**src/core/flr_pkg.sv**
```systemverilog
// Package of constants and types for the fault latch and auto-retry controller
// How it works
// - Any internal fault event shuts output down
// - Fault stays latched after cause clears
// - Supply or enable undervoltage clears the latch
// - Auto-retry sequencer may also clear latch
// - Delay strap shorted means latch-off only
// - Both straps open: four retries, minimum delay
// - Delay open, count shorted: endless retries
// - Both capacitors: delay and ratio count
// - Delay capacitor, count open: four retries
// - Delay capacitor, count shorted: endless retries
// - Delay is 128 strap oscillator cycles
// - Nominal count is four times charge ratio
// - Count rounds up to power-of-four level
// - Seven quiet delays reset retry count
// - Enable low disables; handshake low means on
// - Handshake low or resets restart after timeout
// - Thermal fault waits for temperature clear
package flr_pkg;
    // Strap decode: shorted, open, or capacitor-programmed
    typedef enum logic [1:0] {
        FLR_STRAP_SHORT = 2'h0,
        FLR_STRAP_OPEN = 2'h1,
        FLR_STRAP_CAP = 2'h3
    } flr_strap_t;
    // Sequencer states, Gray coded along run -> fault -> wait
    typedef enum logic [1:0] {
        FLR_ST_RUN = 2'h0,
        FLR_ST_LATCHED = 2'h1,
        FLR_ST_WAIT = 2'h3,
        FLR_ST_LOCKED = 2'h2
    } flr_state_t;
    // Oscillator charge cycles per retry delay
    localparam int FLR_DELAY_CYCLES = 128;
    // Quiet periods that reset the retry count
    localparam int FLR_QUIET_PERIODS = 7;
    // Multiplier of the nominal count
    localparam int FLR_COUNT_SCALE = 4;
    // Default count with count strap open
    localparam logic [10:0] FLR_DEFAULT_RETRIES = 11'h004;
    // Quantized retry levels
    localparam logic [10:0] FLR_LEVEL_0 = 11'h004;
    localparam logic [10:0] FLR_LEVEL_1 = 11'h010;
    localparam logic [10:0] FLR_LEVEL_2 = 11'h040;
    localparam logic [10:0] FLR_LEVEL_3 = 11'h100;
    localparam logic [10:0] FLR_LEVEL_4 = 11'h400;
    // Minimum oscillator period in system clocks (open delay strap)
    localparam int FLR_MIN_OSC_CLKS = 4;
    // Width of the measured oscillator period
    localparam int FLR_PERIOD_W = 16;
endpackage

```
**src/core/flr_osc_tick.sv**
```systemverilog
// Programmable tick generator: one pulse every period_clks clocks
`timescale 1ns/1ns
module flr_osc_tick #(
    parameter int W = 16
) (
    input wire logic clk_sys,
    input wire logic reset,
    input wire logic run,
    input wire logic [W-1:0] period_clks,
    output logic tick
);
    logic [W-1:0] cnt_reg;
    logic [W-1:0] cnt_next;
    logic tick_next;
    logic tick_reg;

    // Counts up while run is high; restarts on each tick or when idle
    always_comb begin
        cnt_next = cnt_reg;
        tick_next = 1'b0;
        if (!run) begin
            cnt_next = '0;
        end else if (cnt_reg + W'(1) >= period_clks) begin
            cnt_next = '0;
            tick_next = 1'b1;
        end else begin
            cnt_next = cnt_reg + W'(1);
        end
    end

    // Registers only
    always_ff @(posedge clk_sys or posedge reset) begin
        if (reset) begin
            cnt_reg <= '0;
            tick_reg <= 1'b0;
        end else begin
            cnt_reg <= cnt_next;
            tick_reg <= tick_next;
        end
    end

    assign tick = tick_reg;
endmodule

```
**src/core/flr_ctrl.sv**
```systemverilog
// Fault latch, auto-retry sequencer and enable/handshake decode
`timescale 1ns/1ns
module flr_ctrl #(
    parameter int PW = flr_pkg::FLR_PERIOD_W
) (
    input wire logic clk_sys,
    input wire logic reset,
    // Fault sources and thermal clear flag (pins, synchronised here)
    input wire logic thermal_trip_level,
    input wire logic thermal_clear_hys,
    input wire logic breaker_trip,
    input wire logic blanking_timer_pin_short,
    input wire logic current_limit_pin_short,
    // External reset sources and load handshake inputs
    input wire logic supply_undervoltage_fall_level,
    input wire logic enable_undervoltage_input,
    input wire logic load_handshake_input,
    input wire logic handshake_timeout,
    // Decoded strap states
    input wire logic [1:0] retry_delay_strap,
    input wire logic [1:0] retry_count_strap,
    // Measured delay-strap oscillator period, in clocks
    input wire logic [PW-1:0] delay_osc_clks,
    // Measured count-strap charge time, in clocks
    input wire logic [PW+11:0] count_charge_clks,
    // Outputs
    output logic output_on,
    output logic device_disabled,
    output logic fault_latched,
    output logic retry_locked,
    output logic [10:0] retry_count
);
    // Two-flop synchronisers for all pin inputs
    logic [8:0] s1_reg;
    logic [8:0] s2_reg;
    always_ff @(posedge clk_sys or posedge reset) begin
        if (reset) begin
            s1_reg <= '0;
            s2_reg <= '0;
        end else begin
            s1_reg <= {thermal_trip_level, thermal_clear_hys, breaker_trip, blanking_timer_pin_short,
                       current_limit_pin_short, supply_undervoltage_fall_level, enable_undervoltage_input,
                       load_handshake_input, handshake_timeout};
            s2_reg <= s1_reg;
        end
    end
    logic ot;
    logic ot_clear;
    logic uv_supply;
    logic en_in;
    logic hs_in;
    logic hs_to;
    logic fault_evt;
    assign ot = s2_reg[8];
    assign ot_clear = s2_reg[7];
    assign uv_supply = s2_reg[3];
    assign en_in = s2_reg[2];
    assign hs_in = s2_reg[1];
    assign hs_to = s2_reg[0];
    assign fault_evt = ot | s2_reg[6] | s2_reg[5] | s2_reg[4];

    // External latch reset: supply or enable undervoltage
    logic ext_clr;
    assign ext_clr = uv_supply | ~en_in;

    // Strap decode
    flr_pkg::flr_strap_t dly_strap;
    flr_pkg::flr_strap_t cnt_strap;
    assign dly_strap = flr_pkg::flr_strap_t'(retry_delay_strap);
    assign cnt_strap = flr_pkg::flr_strap_t'(retry_count_strap);

    // Oscillator period: minimum when open, measured when capacitor
    logic [PW-1:0] osc_period;
    always_comb begin
        if (dly_strap == flr_pkg::FLR_STRAP_CAP) begin
            osc_period = delay_osc_clks;
        end else begin
            osc_period = PW'(flr_pkg::FLR_MIN_OSC_CLKS);
        end
    end

    // Nominal count 4*charge/period, rounded up to a power-of-four level
    logic [10:0] count_limit;
    logic unlimited;
    logic [PW+13:0] nom_x;
    assign nom_x = (PW+14)'(count_charge_clks) * (PW+14)'(flr_pkg::FLR_COUNT_SCALE);
    always_comb begin
        unlimited = (cnt_strap == flr_pkg::FLR_STRAP_SHORT);
        if (cnt_strap == flr_pkg::FLR_STRAP_OPEN) begin
            count_limit = flr_pkg::FLR_DEFAULT_RETRIES;
        end else if (nom_x <= (PW+14)'(osc_period) * (PW+14)'(flr_pkg::FLR_LEVEL_0)) begin
            count_limit = flr_pkg::FLR_LEVEL_0;
        end else if (nom_x <= (PW+14)'(osc_period) * (PW+14)'(flr_pkg::FLR_LEVEL_1)) begin
            count_limit = flr_pkg::FLR_LEVEL_1;
        end else if (nom_x <= (PW+14)'(osc_period) * (PW+14)'(flr_pkg::FLR_LEVEL_2)) begin
            count_limit = flr_pkg::FLR_LEVEL_2;
        end else if (nom_x <= (PW+14)'(osc_period) * (PW+14)'(flr_pkg::FLR_LEVEL_3)) begin
            count_limit = flr_pkg::FLR_LEVEL_3;
        end else begin
            count_limit = flr_pkg::FLR_LEVEL_4; // Saturates at top level
        end
    end

    // Oscillator tick; runs whenever no external clear is active so quiet time counts
    logic osc_tick;
    flr_osc_tick #(.W(PW)) u_osc (
        .clk_sys(clk_sys),
        .reset(reset),
        .run(~ext_clr),
        .period_clks(osc_period),
        .tick(osc_tick)
    );

    // Sequencer state
    flr_pkg::flr_state_t st_reg;
    flr_pkg::flr_state_t st_next;
    logic [7:0] osc_cnt_reg;
    logic [7:0] osc_cnt_next;
    logic [2:0] quiet_reg;
    logic [2:0] quiet_next;
    logic [10:0] retries_reg;
    logic [10:0] retries_next;
    logic hs_off_reg;
    logic hs_off_next;
    logic delay_done;
    assign delay_done = osc_tick && (osc_cnt_reg == 8'(flr_pkg::FLR_DELAY_CYCLES - 1));

    // Next-state logic for latch, retry timer, retry count and quiet timer
    always_comb begin
        st_next = st_reg;
        osc_cnt_next = osc_cnt_reg;
        quiet_next = quiet_reg;
        retries_next = retries_reg;
        hs_off_next = hs_off_reg;
        // Delay period counter free-runs in 128-tick periods
        if (osc_tick) begin
            osc_cnt_next = delay_done ? 8'h00 : osc_cnt_reg + 8'h01;
        end
        // Handshake timeout latches off until handshake pulled low
        if (hs_to) begin
            hs_off_next = 1'b1;
        end else if (!hs_in) begin
            hs_off_next = 1'b0;
        end
        if (ext_clr) begin
            // External reset clears everything and wins
            st_next = flr_pkg::FLR_ST_RUN;
            osc_cnt_next = 8'h00;
            quiet_next = 3'h0;
            retries_next = 11'h000;
            hs_off_next = 1'b0;
        end else begin
            case (st_reg)
                flr_pkg::FLR_ST_RUN: begin
                    if (fault_evt) begin
                        st_next = flr_pkg::FLR_ST_LATCHED;
                        quiet_next = 3'h0;
                    end else if (delay_done && retries_reg != 11'h000) begin
                        // Quiet period count, measured from the last retry release
                        if (quiet_reg == 3'(flr_pkg::FLR_QUIET_PERIODS - 1)) begin
                            retries_next = 11'h000;
                            quiet_next = 3'h0;
                        end else begin
                            quiet_next = quiet_reg + 3'h1;
                        end
                    end
                end
                flr_pkg::FLR_ST_LATCHED: begin
                    // Held until cause gone and thermal hysteresis cleared; the trip pin
                    // drops at the trip level, so only the hysteresis flag says the die is cool
                    if (fault_evt || !ot_clear) begin
                        st_next = flr_pkg::FLR_ST_LATCHED;
                    end else if (dly_strap == flr_pkg::FLR_STRAP_SHORT) begin
                        st_next = flr_pkg::FLR_ST_LOCKED;
                    end else if (!unlimited && retries_reg >= count_limit) begin
                        st_next = flr_pkg::FLR_ST_LOCKED;
                    end else begin
                        st_next = flr_pkg::FLR_ST_WAIT;
                        osc_cnt_next = 8'h00;
                    end
                end
                flr_pkg::FLR_ST_WAIT: begin
                    // One full retry delay, then the latch releases
                    if (delay_done) begin
                        st_next = flr_pkg::FLR_ST_RUN;
                        quiet_next = 3'h0;
                        if (!unlimited) begin
                            retries_next = retries_reg + 11'h001;
                        end
                    end
                end
                flr_pkg::FLR_ST_LOCKED: begin
                    st_next = flr_pkg::FLR_ST_LOCKED;
                end
                default: begin
                    st_next = flr_pkg::FLR_ST_LATCHED;
                end
            endcase
        end
    end

    // Registers only
    always_ff @(posedge clk_sys or posedge reset) begin
        if (reset) begin
            st_reg <= flr_pkg::FLR_ST_RUN;
            osc_cnt_reg <= 8'h00;
            quiet_reg <= 3'h0;
            retries_reg <= 11'h000;
            hs_off_reg <= 1'b0;
        end else begin
            st_reg <= st_next;
            osc_cnt_reg <= osc_cnt_next;
            quiet_reg <= quiet_next;
            retries_reg <= retries_next;
            hs_off_reg <= hs_off_next;
        end
    end

    // Output decode registered so data outputs come from flops
    logic on_reg;
    logic dis_reg;
    always_ff @(posedge clk_sys or posedge reset) begin
        if (reset) begin
            on_reg <= 1'b0;
            dis_reg <= 1'b1;
        end else begin
            dis_reg <= ~en_in;
            on_reg <= en_in && !uv_supply && !hs_in && !hs_off_reg && st_reg == flr_pkg::FLR_ST_RUN;
        end
    end

    assign output_on = on_reg;
    assign device_disabled = dis_reg;
    assign fault_latched = (st_reg != flr_pkg::FLR_ST_RUN);
    assign retry_locked = (st_reg == flr_pkg::FLR_ST_LOCKED);
    assign retry_count = retries_reg;
endmodule

```
**config.mk**
```make
export PLATFORM = sky130hd
export DESIGN_NAME = flr_ctrl
export DESIGN_NICKNAME = d
export VERILOG_FILES = /design/src/core/flr_pkg.sv /design/src/core/flr_osc_tick.sv /design/src/core/flr_ctrl.sv
export SDC_FILE = /design/constraint.sdc
export NUM_CORES = 1
export LEC_CHECK = 0
export ABC_CLOCK_PERIOD_IN_PS = 7010
export BUFFER_PORTS_ARGS = -buffer_cell sky130_fd_sc_hd__buf_2
export CORE_ASPECT_RATIO = 1.4
export CORE_MARGIN = 3
export CORE_UTILIZATION = 25
export CTS_CLUSTER_SIZE = 8
export DETAILED_ROUTE_END_ITERATION = 8
export HOLD_SLACK_MARGIN = 0.06
export MAX_ROUTING_LAYER = met4
export PLACE_DENSITY_LB_ADDON = 0.15
export SYNTH_ARGS = -nofsm -noshare
export SYNTH_HDL_FRONTEND = slang
export SYNTH_SLANG_ARGS = --single-unit
export TNS_END_PERCENT = 5
```
**constraint.sdc**
```tcl
create_clock -name clk_sys -period 7.01 [get_ports clk_sys]
set_clock_uncertainty 0.05 [all_clocks]
set_input_delay 1.402 -clock clk_sys [delete_from_list [all_inputs] [get_ports clk_sys]]
set_output_delay 1.402 -clock clk_sys [all_outputs]
set_load 0.02 [all_outputs]
```
-- After elaboration in Yosys (flattened, before gate mapping)
Index checks and enable logic that the tools add are counted.
W data, S select, Z words.
- logic and storage cells: 103
- bits in registers: 62
- output and inout bits: 15
- latch bits: 0
- bits in read-only memories: 0
- RAM bits: 0
- memories: 0
- multiply operators: 0
- magnitude comparators: 6
- muxes and demuxes: 40
- bitwise gates (word level): 5
- equal/unequal tests: 15
- reduce and logical (&&, ||, !) cells: 22
- add/sub/neg operators: 4
- divide/modulo/power cells: 0
- shift-type cells: 0
- operators with widths (operator ; number):
    $mux W11 ; 11
    $mux W8 ; 7
    $mux W16 ; 3
    $le A30 B18 Y1 ; 1
    $le A30 B20 Y1 ; 1
    $le A30 B22 Y1 ; 1
    $le A30 B24 Y1 ; 1
    $pmux W11 S2 ; 1
    $ne A3 B3 Y1 const B ; 6
    $add A16 B1 Y16 const B ; 1
    $ge A16 B16 Y1 ; 1
    $mux W3 ; 5
    $add A11 B1 Y11 const B ; 1
    $ge A11 B11 Y1 ; 1
    $reduce_bool A11 Y1 ; 1
    $add A8 B1 Y8 const B ; 1
    $eq A8 B7 Y1 const B ; 1
    $mux W2 ; 4
    $pmux W2 S4 ; 1
    $logic_and A1 B1 Y1 ; 7
    $mux W1 ; 7
    $eq A2 B2 Y1 const B ; 3
    $logic_not A2 Y1 ; 3
    $pmux W3 S2 ; 1
    14 further kinds ; 22

-- Depth between registers and ports, before layout
Gate-level depths: netlist of the first run.
- depth in word-level cells: 15
- depth in mapped cells: 19

-- Hierarchy
A second synthesis of the first run with hierarchy kept.
- cell total of the unflattened synthesis: 557
- area, all modules: 5094.9 µm²
- by module, submodules not included (module ; area each (µm²) ; instances ; cells an instance):
    flr_ctrl ; 3691.0 ; 1 ; 423
    flr_osc_tick ; 1403.8 ; 1 ; 134

-- Worst setup path after synthesis of the first run
OpenSTA, ideal clock, no wires.
- path kind: input-to-reg
- start: input port retry_delay_strap[0]
- end: register osc_cnt_reg[0]
- setup slack: 1.761 ns
- arrival time: 5.046 ns
- path buffers: 2
- library setup time: 0.153 ns
- stages on the path: 18
- cells stage by stage: and2_1 -> clkbuf_1 -> clkbuf_1 -> nand2_1 -> ha_1 -> nand4_1 -> or3_1 -> or3_1 -> o41a_1 -> o211ai_1 -> nor2_1 -> nand3b_1 -> ha_1 -> a2111oi_0 -> a21oi_1 -> o21ai_0 -> a41o_1 -> nor3_1
- word-level cells in the longest chain between the ends: 15
- elaborated cells between the ends (all ways): 19
- classes of those cells: 5 x order compare; 1 x eq/ne; 11 x mux; 2 x reduce/logical
- RTL lines (element ; line ; text):
    start, declared ; flr_ctrl.sv:20 ; input wire logic [1:0] retry_delay_strap,
    $eq A2 B2 Y1 ; flr_ctrl.sv:75 ; if (dly_strap == flr_pkg::FLR_STRAP_CAP) begin
    $mux W16 ; flr_ctrl.sv:75 ;
    $le A30 B24 Y1 ; flr_ctrl.sv:97 ; end else if (nom_x <= (PW+14)'(osc_period) * (PW+14)'(flr_pkg::FLR_LEVEL_3)) begin
    $mux W11 ; flr_ctrl.sv:97 ;
    $mux W11 ; flr_ctrl.sv:95 ; end else if (nom_x <= (PW+14)'(osc_period) * (PW+14)'(flr_pkg::FLR_LEVEL_2)) begin
    $mux W11 ; flr_ctrl.sv:93 ; end else if (nom_x <= (PW+14)'(osc_period) * (PW+14)'(flr_pkg::FLR_LEVEL_1)) begin
    $mux W11 ; flr_ctrl.sv:91 ; end else if (nom_x <= (PW+14)'(osc_period) * (PW+14)'(flr_pkg::FLR_LEVEL_0)) begin
    $mux W11 ; flr_ctrl.sv:89 ; if (cnt_strap == flr_pkg::FLR_STRAP_OPEN) begin
    $ge A11 B11 Y1 ; flr_ctrl.sv:175 ; end else if (!unlimited && retries_reg >= count_limit) begin
    $logic_and A1 B1 Y1 ; flr_ctrl.sv:175 ;
    $mux W8 ; flr_ctrl.sv:175 ;
    $mux W8 * ; flr_ctrl.sv:173 ; end else if (dly_strap == flr_pkg::FLR_STRAP_SHORT) begin
    $mux W8 * ; flr_ctrl.sv:171 ; if (fault_evt || !ot_clear) begin
    $mux W8 * ; flr_ctrl.sv:153 ; case (st_reg)
    $mux W8 * ; flr_ctrl.sv:145 ; if (ext_clr) begin
    net osc_cnt_next[0] ; flr_ctrl.sv:118 ; logic [7:0] osc_cnt_next;
    end signal, assigned ; flr_ctrl.sv:212 ; osc_cnt_reg <= osc_cnt_next;
    end, declared ; flr_ctrl.sv:117 ; logic [7:0] osc_cnt_reg;
Mark *: on every way through the listed nets, which the timed path passes. The rest lies on a longest branch.
A chain may end at the register's enable or synchronous reset.

-- Worst setup path in the final report of the first run
Ends and elaborated chain as after synthesis.

==> reports/metrics.csv, run 1 <==
metric,value,unit
crit share post-route,78.1,%
Pwr Density,174,mW/mm2
vias in the first global route,4160,
DR WL/cell,16.1,um
Hold Path Origin,s1_reg[5]$_DFF_PP0_,
Sink Count,62,
Synth Register Bits,62,
CTS tree,done,
crit path max-delay cell type,and2_1,
Worst R2R End,u_osc.cnt_reg[12]$_DFF_PP0_,
R2R Setup Slk,3340,ps
fmax,0.183,GHz
Final #Nets,737,
critical path depth,17,
Placer Congestion,0.856,
reg2reg start,u_osc.cnt_reg[0]$_DFF_PP0_,
WHS Endpoint,s2_reg[5]$_DFF_PP0_,
area grow syn2layout,20.4,%
post-synthesis cell count,512,
worst-skew pair later-pin latency,330,ps
RSZ-0062 raised after global routing,false,
syn_nets,660,
die width,122,um
Non-Filler Instances,838,
Hold Crit Class,flip-flop to flip-flop,
Root Buffer,clkbuf_16,
"critical path, cell by cell","buf_2, and2_1, nand2_1, ha_1, nand4_1, or3_1, or3_1, o41a_1, o211ai_1, nor2_1, nand3b_1, ha_1, a2111oi_0, a21oi_1, o21ai_0, a41o_1, nor3_1",
top cell type by total area after synthesis,dfrtp_1,
Vias,4110,
R2R cell count,13,
synthesized area per cell,9.28,um2
Post-Route Setup TNS,0,ps
top_reg_cell synth,dfrtp_1,
Vert. Die Dim,169,um
critical-path maximum fanout,15,
Yosys Warn Count,0,
Filler Cells Inserted,1972,
Clock power frac,48.2,%
Area contributors post-synth,"dfrtp_1 (32%), ha_1 (23%), nand2_1 (3.8%)",
Crit path largest cell delay,440,ps
FP Rows,59,
"Data required, critical path",7120,ps
DR pass1 iterations,5,
H-Tree Level Count,3,
top-area cell type share of the netlist area,32.1,%
hold buffer count at CTS,0,
Antenna Cells,0,
Worst Setup Start Kind,input port,
maximum vdd ir drop,0.0000996,V
DR iter-0 viols,203,
Starting Density,25.5,%
max_slew headroom,33.0,%
Int Power,744,uW
Pleak,2.66,nW
WL final,13500,um
"EDFF count, synth",0,
mapped cell area,0.00475,mm2
sequential area share after synthesis,32.7,%
port bufs,73,
total global-route track usage,13.9,%
Layout Utilization,30.7,%
Sequential Power Share,37.4,%
count of unique library cells instantiated by Yosys,54,
min cycle time layout,5480,ps
CP Capture Type,flip-flop,
clock transition at the registers of the reported paths,50,ps
pre-CTS setup slack,1070,ps
P_sw,251,uW
first-pass GRT wire length,21800,um
Post-CTS Setup Inserts,0,
Setup-failing EPs final,0,
DRC,0,
pin count of the biggest net entering global routing,63,
DP HPWL,11100,um
Critical Path AT,5590,ps
layout cells sized above 1,17.3,%
Sw Share,25.2,%
CP bufs+invs,1,
critical path class,input port to flip-flop,
max cap viols,0,
Comb pwr share,14.4,%
Worst-Margin Slew,991,ps
Longest Clk Path Bufs,2,
post-route ant nets,0,
max FFs per register,16,
Top delay family on crit path,simple AND/OR/NAND/NOR gates,
Final Hold Viols,0,
Num CTS Buffers,9,
Ports,74,
Post-synth ARST share,100,%
final worst slack,1530,ps
initial antenna violation count,0,
PostCTS Resize Cnt,0,
Via density,4.90,
total die area,0.0207,mm2
Slew Limit Fails,0,
Worst Hold Path Cells,0,
outcome,finished clean,
core area,0.0186,mm2
placed cell count,822,
grt ovf,0,
## worst reg2reg max path: cells and delay by family, from the launching register on
family	cells	cell delay [ps]
AOI/OAI and AO/OA	5	1000
xor gates and xnor gates	1	250
adders and majority gates	1	300
buffers and inverters	1	210
DFF	1	470
and+or+nand+nor	5	1320
## how the worst max path moves through the flow
stage	slack (ps)	to	from
after global placement	1310	osc_cnt_reg[0]$_DFF_PP0_	retry_delay_strap[0]
final	1530	osc_cnt_reg[0]$_DFF_PP0_	retry_delay_strap[0]
after CTS	1430	osc_cnt_reg[0]$_DFF_PP0_	retry_delay_strap[0]
after floorplan	1760	osc_cnt_reg[0]$_DFF_PP0_	retry_delay_strap[0]
after global routing	1080	osc_cnt_reg[0]$_DFF_PP0_	retry_delay_strap[0]
after detailed placement	1070	osc_cnt_reg[0]$_DFF_PP0_	retry_delay_strap[0]
## kinds of logic (layout without fill, tap and decap cells)
logic type      after synthesis  in the layout  synth area share (%)
simple gates                195            195                  21.8
compound gates              118            118                  15.8
fa+ha+maj                    89             89                  23.4
flops                        62             62                  32.7
buf+inv                      27            109                  2.29
xor+xnor                     20             20                  3.69
mux                           1              1                 0.211
## metal layers
metal | routed length, um | up-vias | GRT usage [%]
li1 | - | 2077 | -
met1 | 5920 | 1935 | 16.8
met2 | 6860 | 78 | 23.1
met3 | 450 | 20 | 2.47
met4 | 299 | 0 | 4.73
met5 | 0 | - | -
## cell type report
cell class              instances  area, um2  share of cell area (%)
multi-input cells             423       3090                    54.0
inverters                      18       67.6                    1.18
flip-flops and latches         62       1550                    27.1
well taps                     244        305                    5.34
clock inverters                 5       82.6                    1.44
clock buffers                  11        243                    4.24
repair buffers                 75        380                    6.65
## through the flow
step	hold WS, ps	power [mW]	area [um2]
3_3_place_gp	287	0.520	5390
3_5_place_dp	289	0.524	5390
6_report	300	0.995	5720
4_1_cts	304	1.01	5720
2_1_floorplan	281	0.465	4750
5_1_grt	307	1.05	5720
## power by group through the flow
stage	Clock (mW)	Sequential, mW	Combinational (mW)
detailed placement	0	0.378	0.146
floorplan	0	0.376	0.0886
finish	0.480	0.372	0.144
global placement	0	0.378	0.142
CTS	0.495	0.372	0.147
global route	0.512	0.372	0.166
## synthesized netlist by cell type, types with 6 or more instances
| cell | instances |
|---|---|
| xnor2_1 | 12 |
| a21oi_1 | 31 |
| a211oi_1 | 8 |
| ha_1 | 89 |
| clkbuf_1 | 8 |
| nand3_1 | 11 |
| nor3_1 | 11 |
| nor2b_1 | 21 |
| xor2_1 | 8 |
| nand2_1 | 48 |
| o21ai_0 | 30 |
| inv_1 | 18 |
| nand2b_1 | 6 |
| a21o_1 | 9 |
| nor4_1 | 11 |
| o21ai_1 | 7 |
| dfrtp_1 | 61 |
| nand4_1 | 22 |
| nor2_1 | 34 |
| and3_1 | 7 |
## layout by cell type, fill, tap and decap left out, types with 2 or more instances in the layout
cell type	count
xnor2_1	12
nor4_1	11
o21ai_1	7
nand4_1	22
a21o_1	9
o21ai_0	30
a41o_1	2
and3_1	7
a41oi_1	2
nor3_1	11
a2111oi_0	3
or4_1	2
ha_1	89
nand2b_1	6
and2_1	3
a221o_1	2
a21oi_1	31
buf_2	73
o211ai_1	3
clkinvlp_4	3
o31ai_1	5
or2_2	2
o41ai_2	2
buf_4	2
or3_1	4
a31oi_1	5
and4_1	3
nor2_1	34
dfrtp_1	61
nand3_1	11
xor2_1	8
bufinv_16	2
a211oi_1	8
nor2b_1	21
inv_1	17
nand2_1	48
a22oi_1	2
clkbuf_16	9
Power figures use the tool's default switching activity.
==> inputs of run 2 (changes only) <==
--- a/config.mk
+++ b/config.mk
@@ -5,7 +5,7 @@
 export SDC_FILE = /design/constraint.sdc
 export NUM_CORES = 1
 export LEC_CHECK = 0
-export ABC_CLOCK_PERIOD_IN_PS = 7010
+export ABC_CLOCK_PERIOD_IN_PS = 5600
 export BUFFER_PORTS_ARGS = -buffer_cell sky130_fd_sc_hd__buf_2
 export CORE_ASPECT_RATIO = 1.4
 export CORE_MARGIN = 3
==> constraint.sdc (replaced) <==
create_clock -name clk_sys -period 5.6 [get_ports clk_sys]
set_clock_uncertainty 0.05 [all_clocks]
set_input_delay 1.12 -clock clk_sys [delete_from_list [all_inputs] [get_ports clk_sys]]
set_output_delay 1.12 -clock clk_sys [all_outputs]
set_load 0.02 [all_outputs]
==> run 2 against run 1 <==
Against the previous run:
- non-clock buffer count up 7
- clock power grew 23%
- critical path depth decreased by 1
- count of clock-buffer cells in the layout shrank 1
- first-iteration DRC count shrank 14%
- sequential cell count is the same
- sequential share of layout area decreased by 0.18 points
- global-route usage up 0.33 points
- via count increased by 1.2%
- combinational power is 28% higher
- utilization increased by 0.21 points
- highest routed layer unchanged
==> reports/metrics.csv, run 2 (synthesis gave the netlist of run 1 again) <==
metric,value,unit
Ports,74,
maximum vdd ir drop,0.000153,V
Worst Setup Start Kind,input port,
Non-Filler Instances,843,
"commonest non-fill, non-tap cells in the layout","ha_1 (89), buf_2 (73), dfrtp_1 (61)",
DRC,0,
final worst slack,392,ps
Post-CTS Setup Inserts,0,
vias in the first global route,4261,
core area,0.0186,mm2
Clock power frac,47.7,%
outcome,finished clean,
Longest Clk Path Bufs,2,
Root Buffer,clkbuf_16,
H-Tree Level Count,3,
Placer Congestion,0.846,
Worst-Margin Slew,955,ps
Critical Path AT,5320,ps
Filler Cells Inserted,1993,
total global-route track usage,14.2,%
Num CTS Buffers,9,
total die area,0.0207,mm2
DP HPWL,11400,um
area grow syn2layout,21.2,%
Final #Nets,744,
most common library cell in the layout ignoring fill and taps,ha_1,
max FFs per register,16,
critical path class,input port to flip-flop,
Layout Utilization,31.0,%
DP Area,0.00545,mm2
PostCTS Resize Cnt,0,
FP Rows,59,
DR pass1 iterations,4,
Sequential Power Share,37.4,%
min cycle time layout,5210,ps
die width,122,um
post-layout instance area,0.00576,mm2
Starting Density,25.5,%
WL final,13800,um
worst-skew pair later-pin latency,330,ps
fmax,0.192,GHz
Sw Share,25.2,%
clock transition at the registers of the reported paths,50,ps
R2R Setup Slk,1970,ps
post-route ant nets,0,
Slew Limit Fails,0,
pin count of the biggest net entering global routing,63,
port bufs,73,
CTS tree,done,
Pleak,2.69,nW
crit share post-route,93.0,%
Via density,4.94,
pre-CTS setup slack,7.58,ps
critical-path maximum fanout,15,
max_slew headroom,35.8,%
DR iter-0 viols,175,
P_sw,314,uW
Setup-failing EPs final,0,
CP Capture Type,flip-flop,
Pwr Density,216,mW/mm2
Sink Count,62,
Vias,4161,
Post-Route Setup TNS,0,ps
hold buffer count at CTS,0,
RSZ-0062 raised after global routing,false,
Comb pwr share,14.9,%
initial antenna violation count,0,
layout cells sized above 1,18.2,%
placed cell count,829,
Hold Crit Class,flip-flop to flip-flop,
max cap viols,0,
Vert. Die Dim,169,um
Final Hold Viols,0,
first-pass GRT wire length,22100,um
DR WL/cell,16.4,um
Antenna Cells,0,
Int Power,929,uW
"Data required, critical path",5720,ps
grt ovf,0,
[run 2: final cells by class]
type	count	area (um2)	share of cell area (%)
Clock buffer	10	239	4.15
Clock inverter	4	72.6	1.26
Inverter	18	67.6	1.17
Multi-Input combinational cell	423	3090	53.6
Sequential cell	62	1550	27.0
Tap cell	244	305	5.30
Timing Repair Buffer	82	433	7.52
[run 2: path summary, 6_finish.rpt]
kind / start / to / depth (start not counted)
hold / removal: s1_reg[8]$_DFF_PP0_ / s2_reg[8]$_DFF_PP0_ / 0
max in group asynchronous: reset / retry_count[4]$_DFFE_PP0P_ / 3
setup / recovery: retry_delay_strap[0] / osc_cnt_reg[0]$_DFF_PP0_ / 16
hold reg to reg: s1_reg[8]$_DFF_PP0_ / s2_reg[8]$_DFF_PP0_ / 0
setup reg to reg: u_osc.cnt_reg[2]$_DFF_PP0_ / u_osc.cnt_reg[3]$_DFF_PP0_ / 13
min in group asynchronous: reset / s1_reg[4]$_DFF_PP0_ / 3
[run 2: per-layer routing]
| metal | GRT usage [%] | routed length, um | vias to the layer above |
|---|---|---|---|
| met2 | 24.0 | 6980 | 78 |
| met3 | 2.54 | 483 | 29 |
| li1 | - | - | 2078 |
| met5 | - | 0 | - |
| met1 | 16.2 | 5850 | 1976 |
| met4 | 6.63 | 518 | 0 |
[run 2: stage by stage]
stage	hold WS (ps)	power (mW)
after detailed placement	286	0.661
after CTS	297	1.26
after floorplan	281	0.582
after global placement	286	0.657
final	295	1.24
after global routing	303	1.31
[run 2: power by group through the flow]
stage / Clock [mW] / Sequential, mW / Combinational [mW]
CTS: 0.607 / 0.466 / 0.189
finish: 0.592 / 0.465 / 0.185
floorplan: 0 / 0.471 / 0.111
global placement: 0 / 0.473 / 0.184
detailed placement: 0 / 0.473 / 0.188
global route: 0.630 / 0.467 / 0.215
[run 2: worst max-delay path, stage by stage]
cell       delay, ps
buf_2             90
and2_1           450
nand2_1          280
ha_1             390
a21o_1           190
a221o_1          340
a221oi_1         310
a21oi_1          130
nor4_1           360
nand3b_1         180
ha_1             240
a2111oi_0        350
a21oi_1          110
o21ai_0          280
a41o_1           390
nor3_1           100
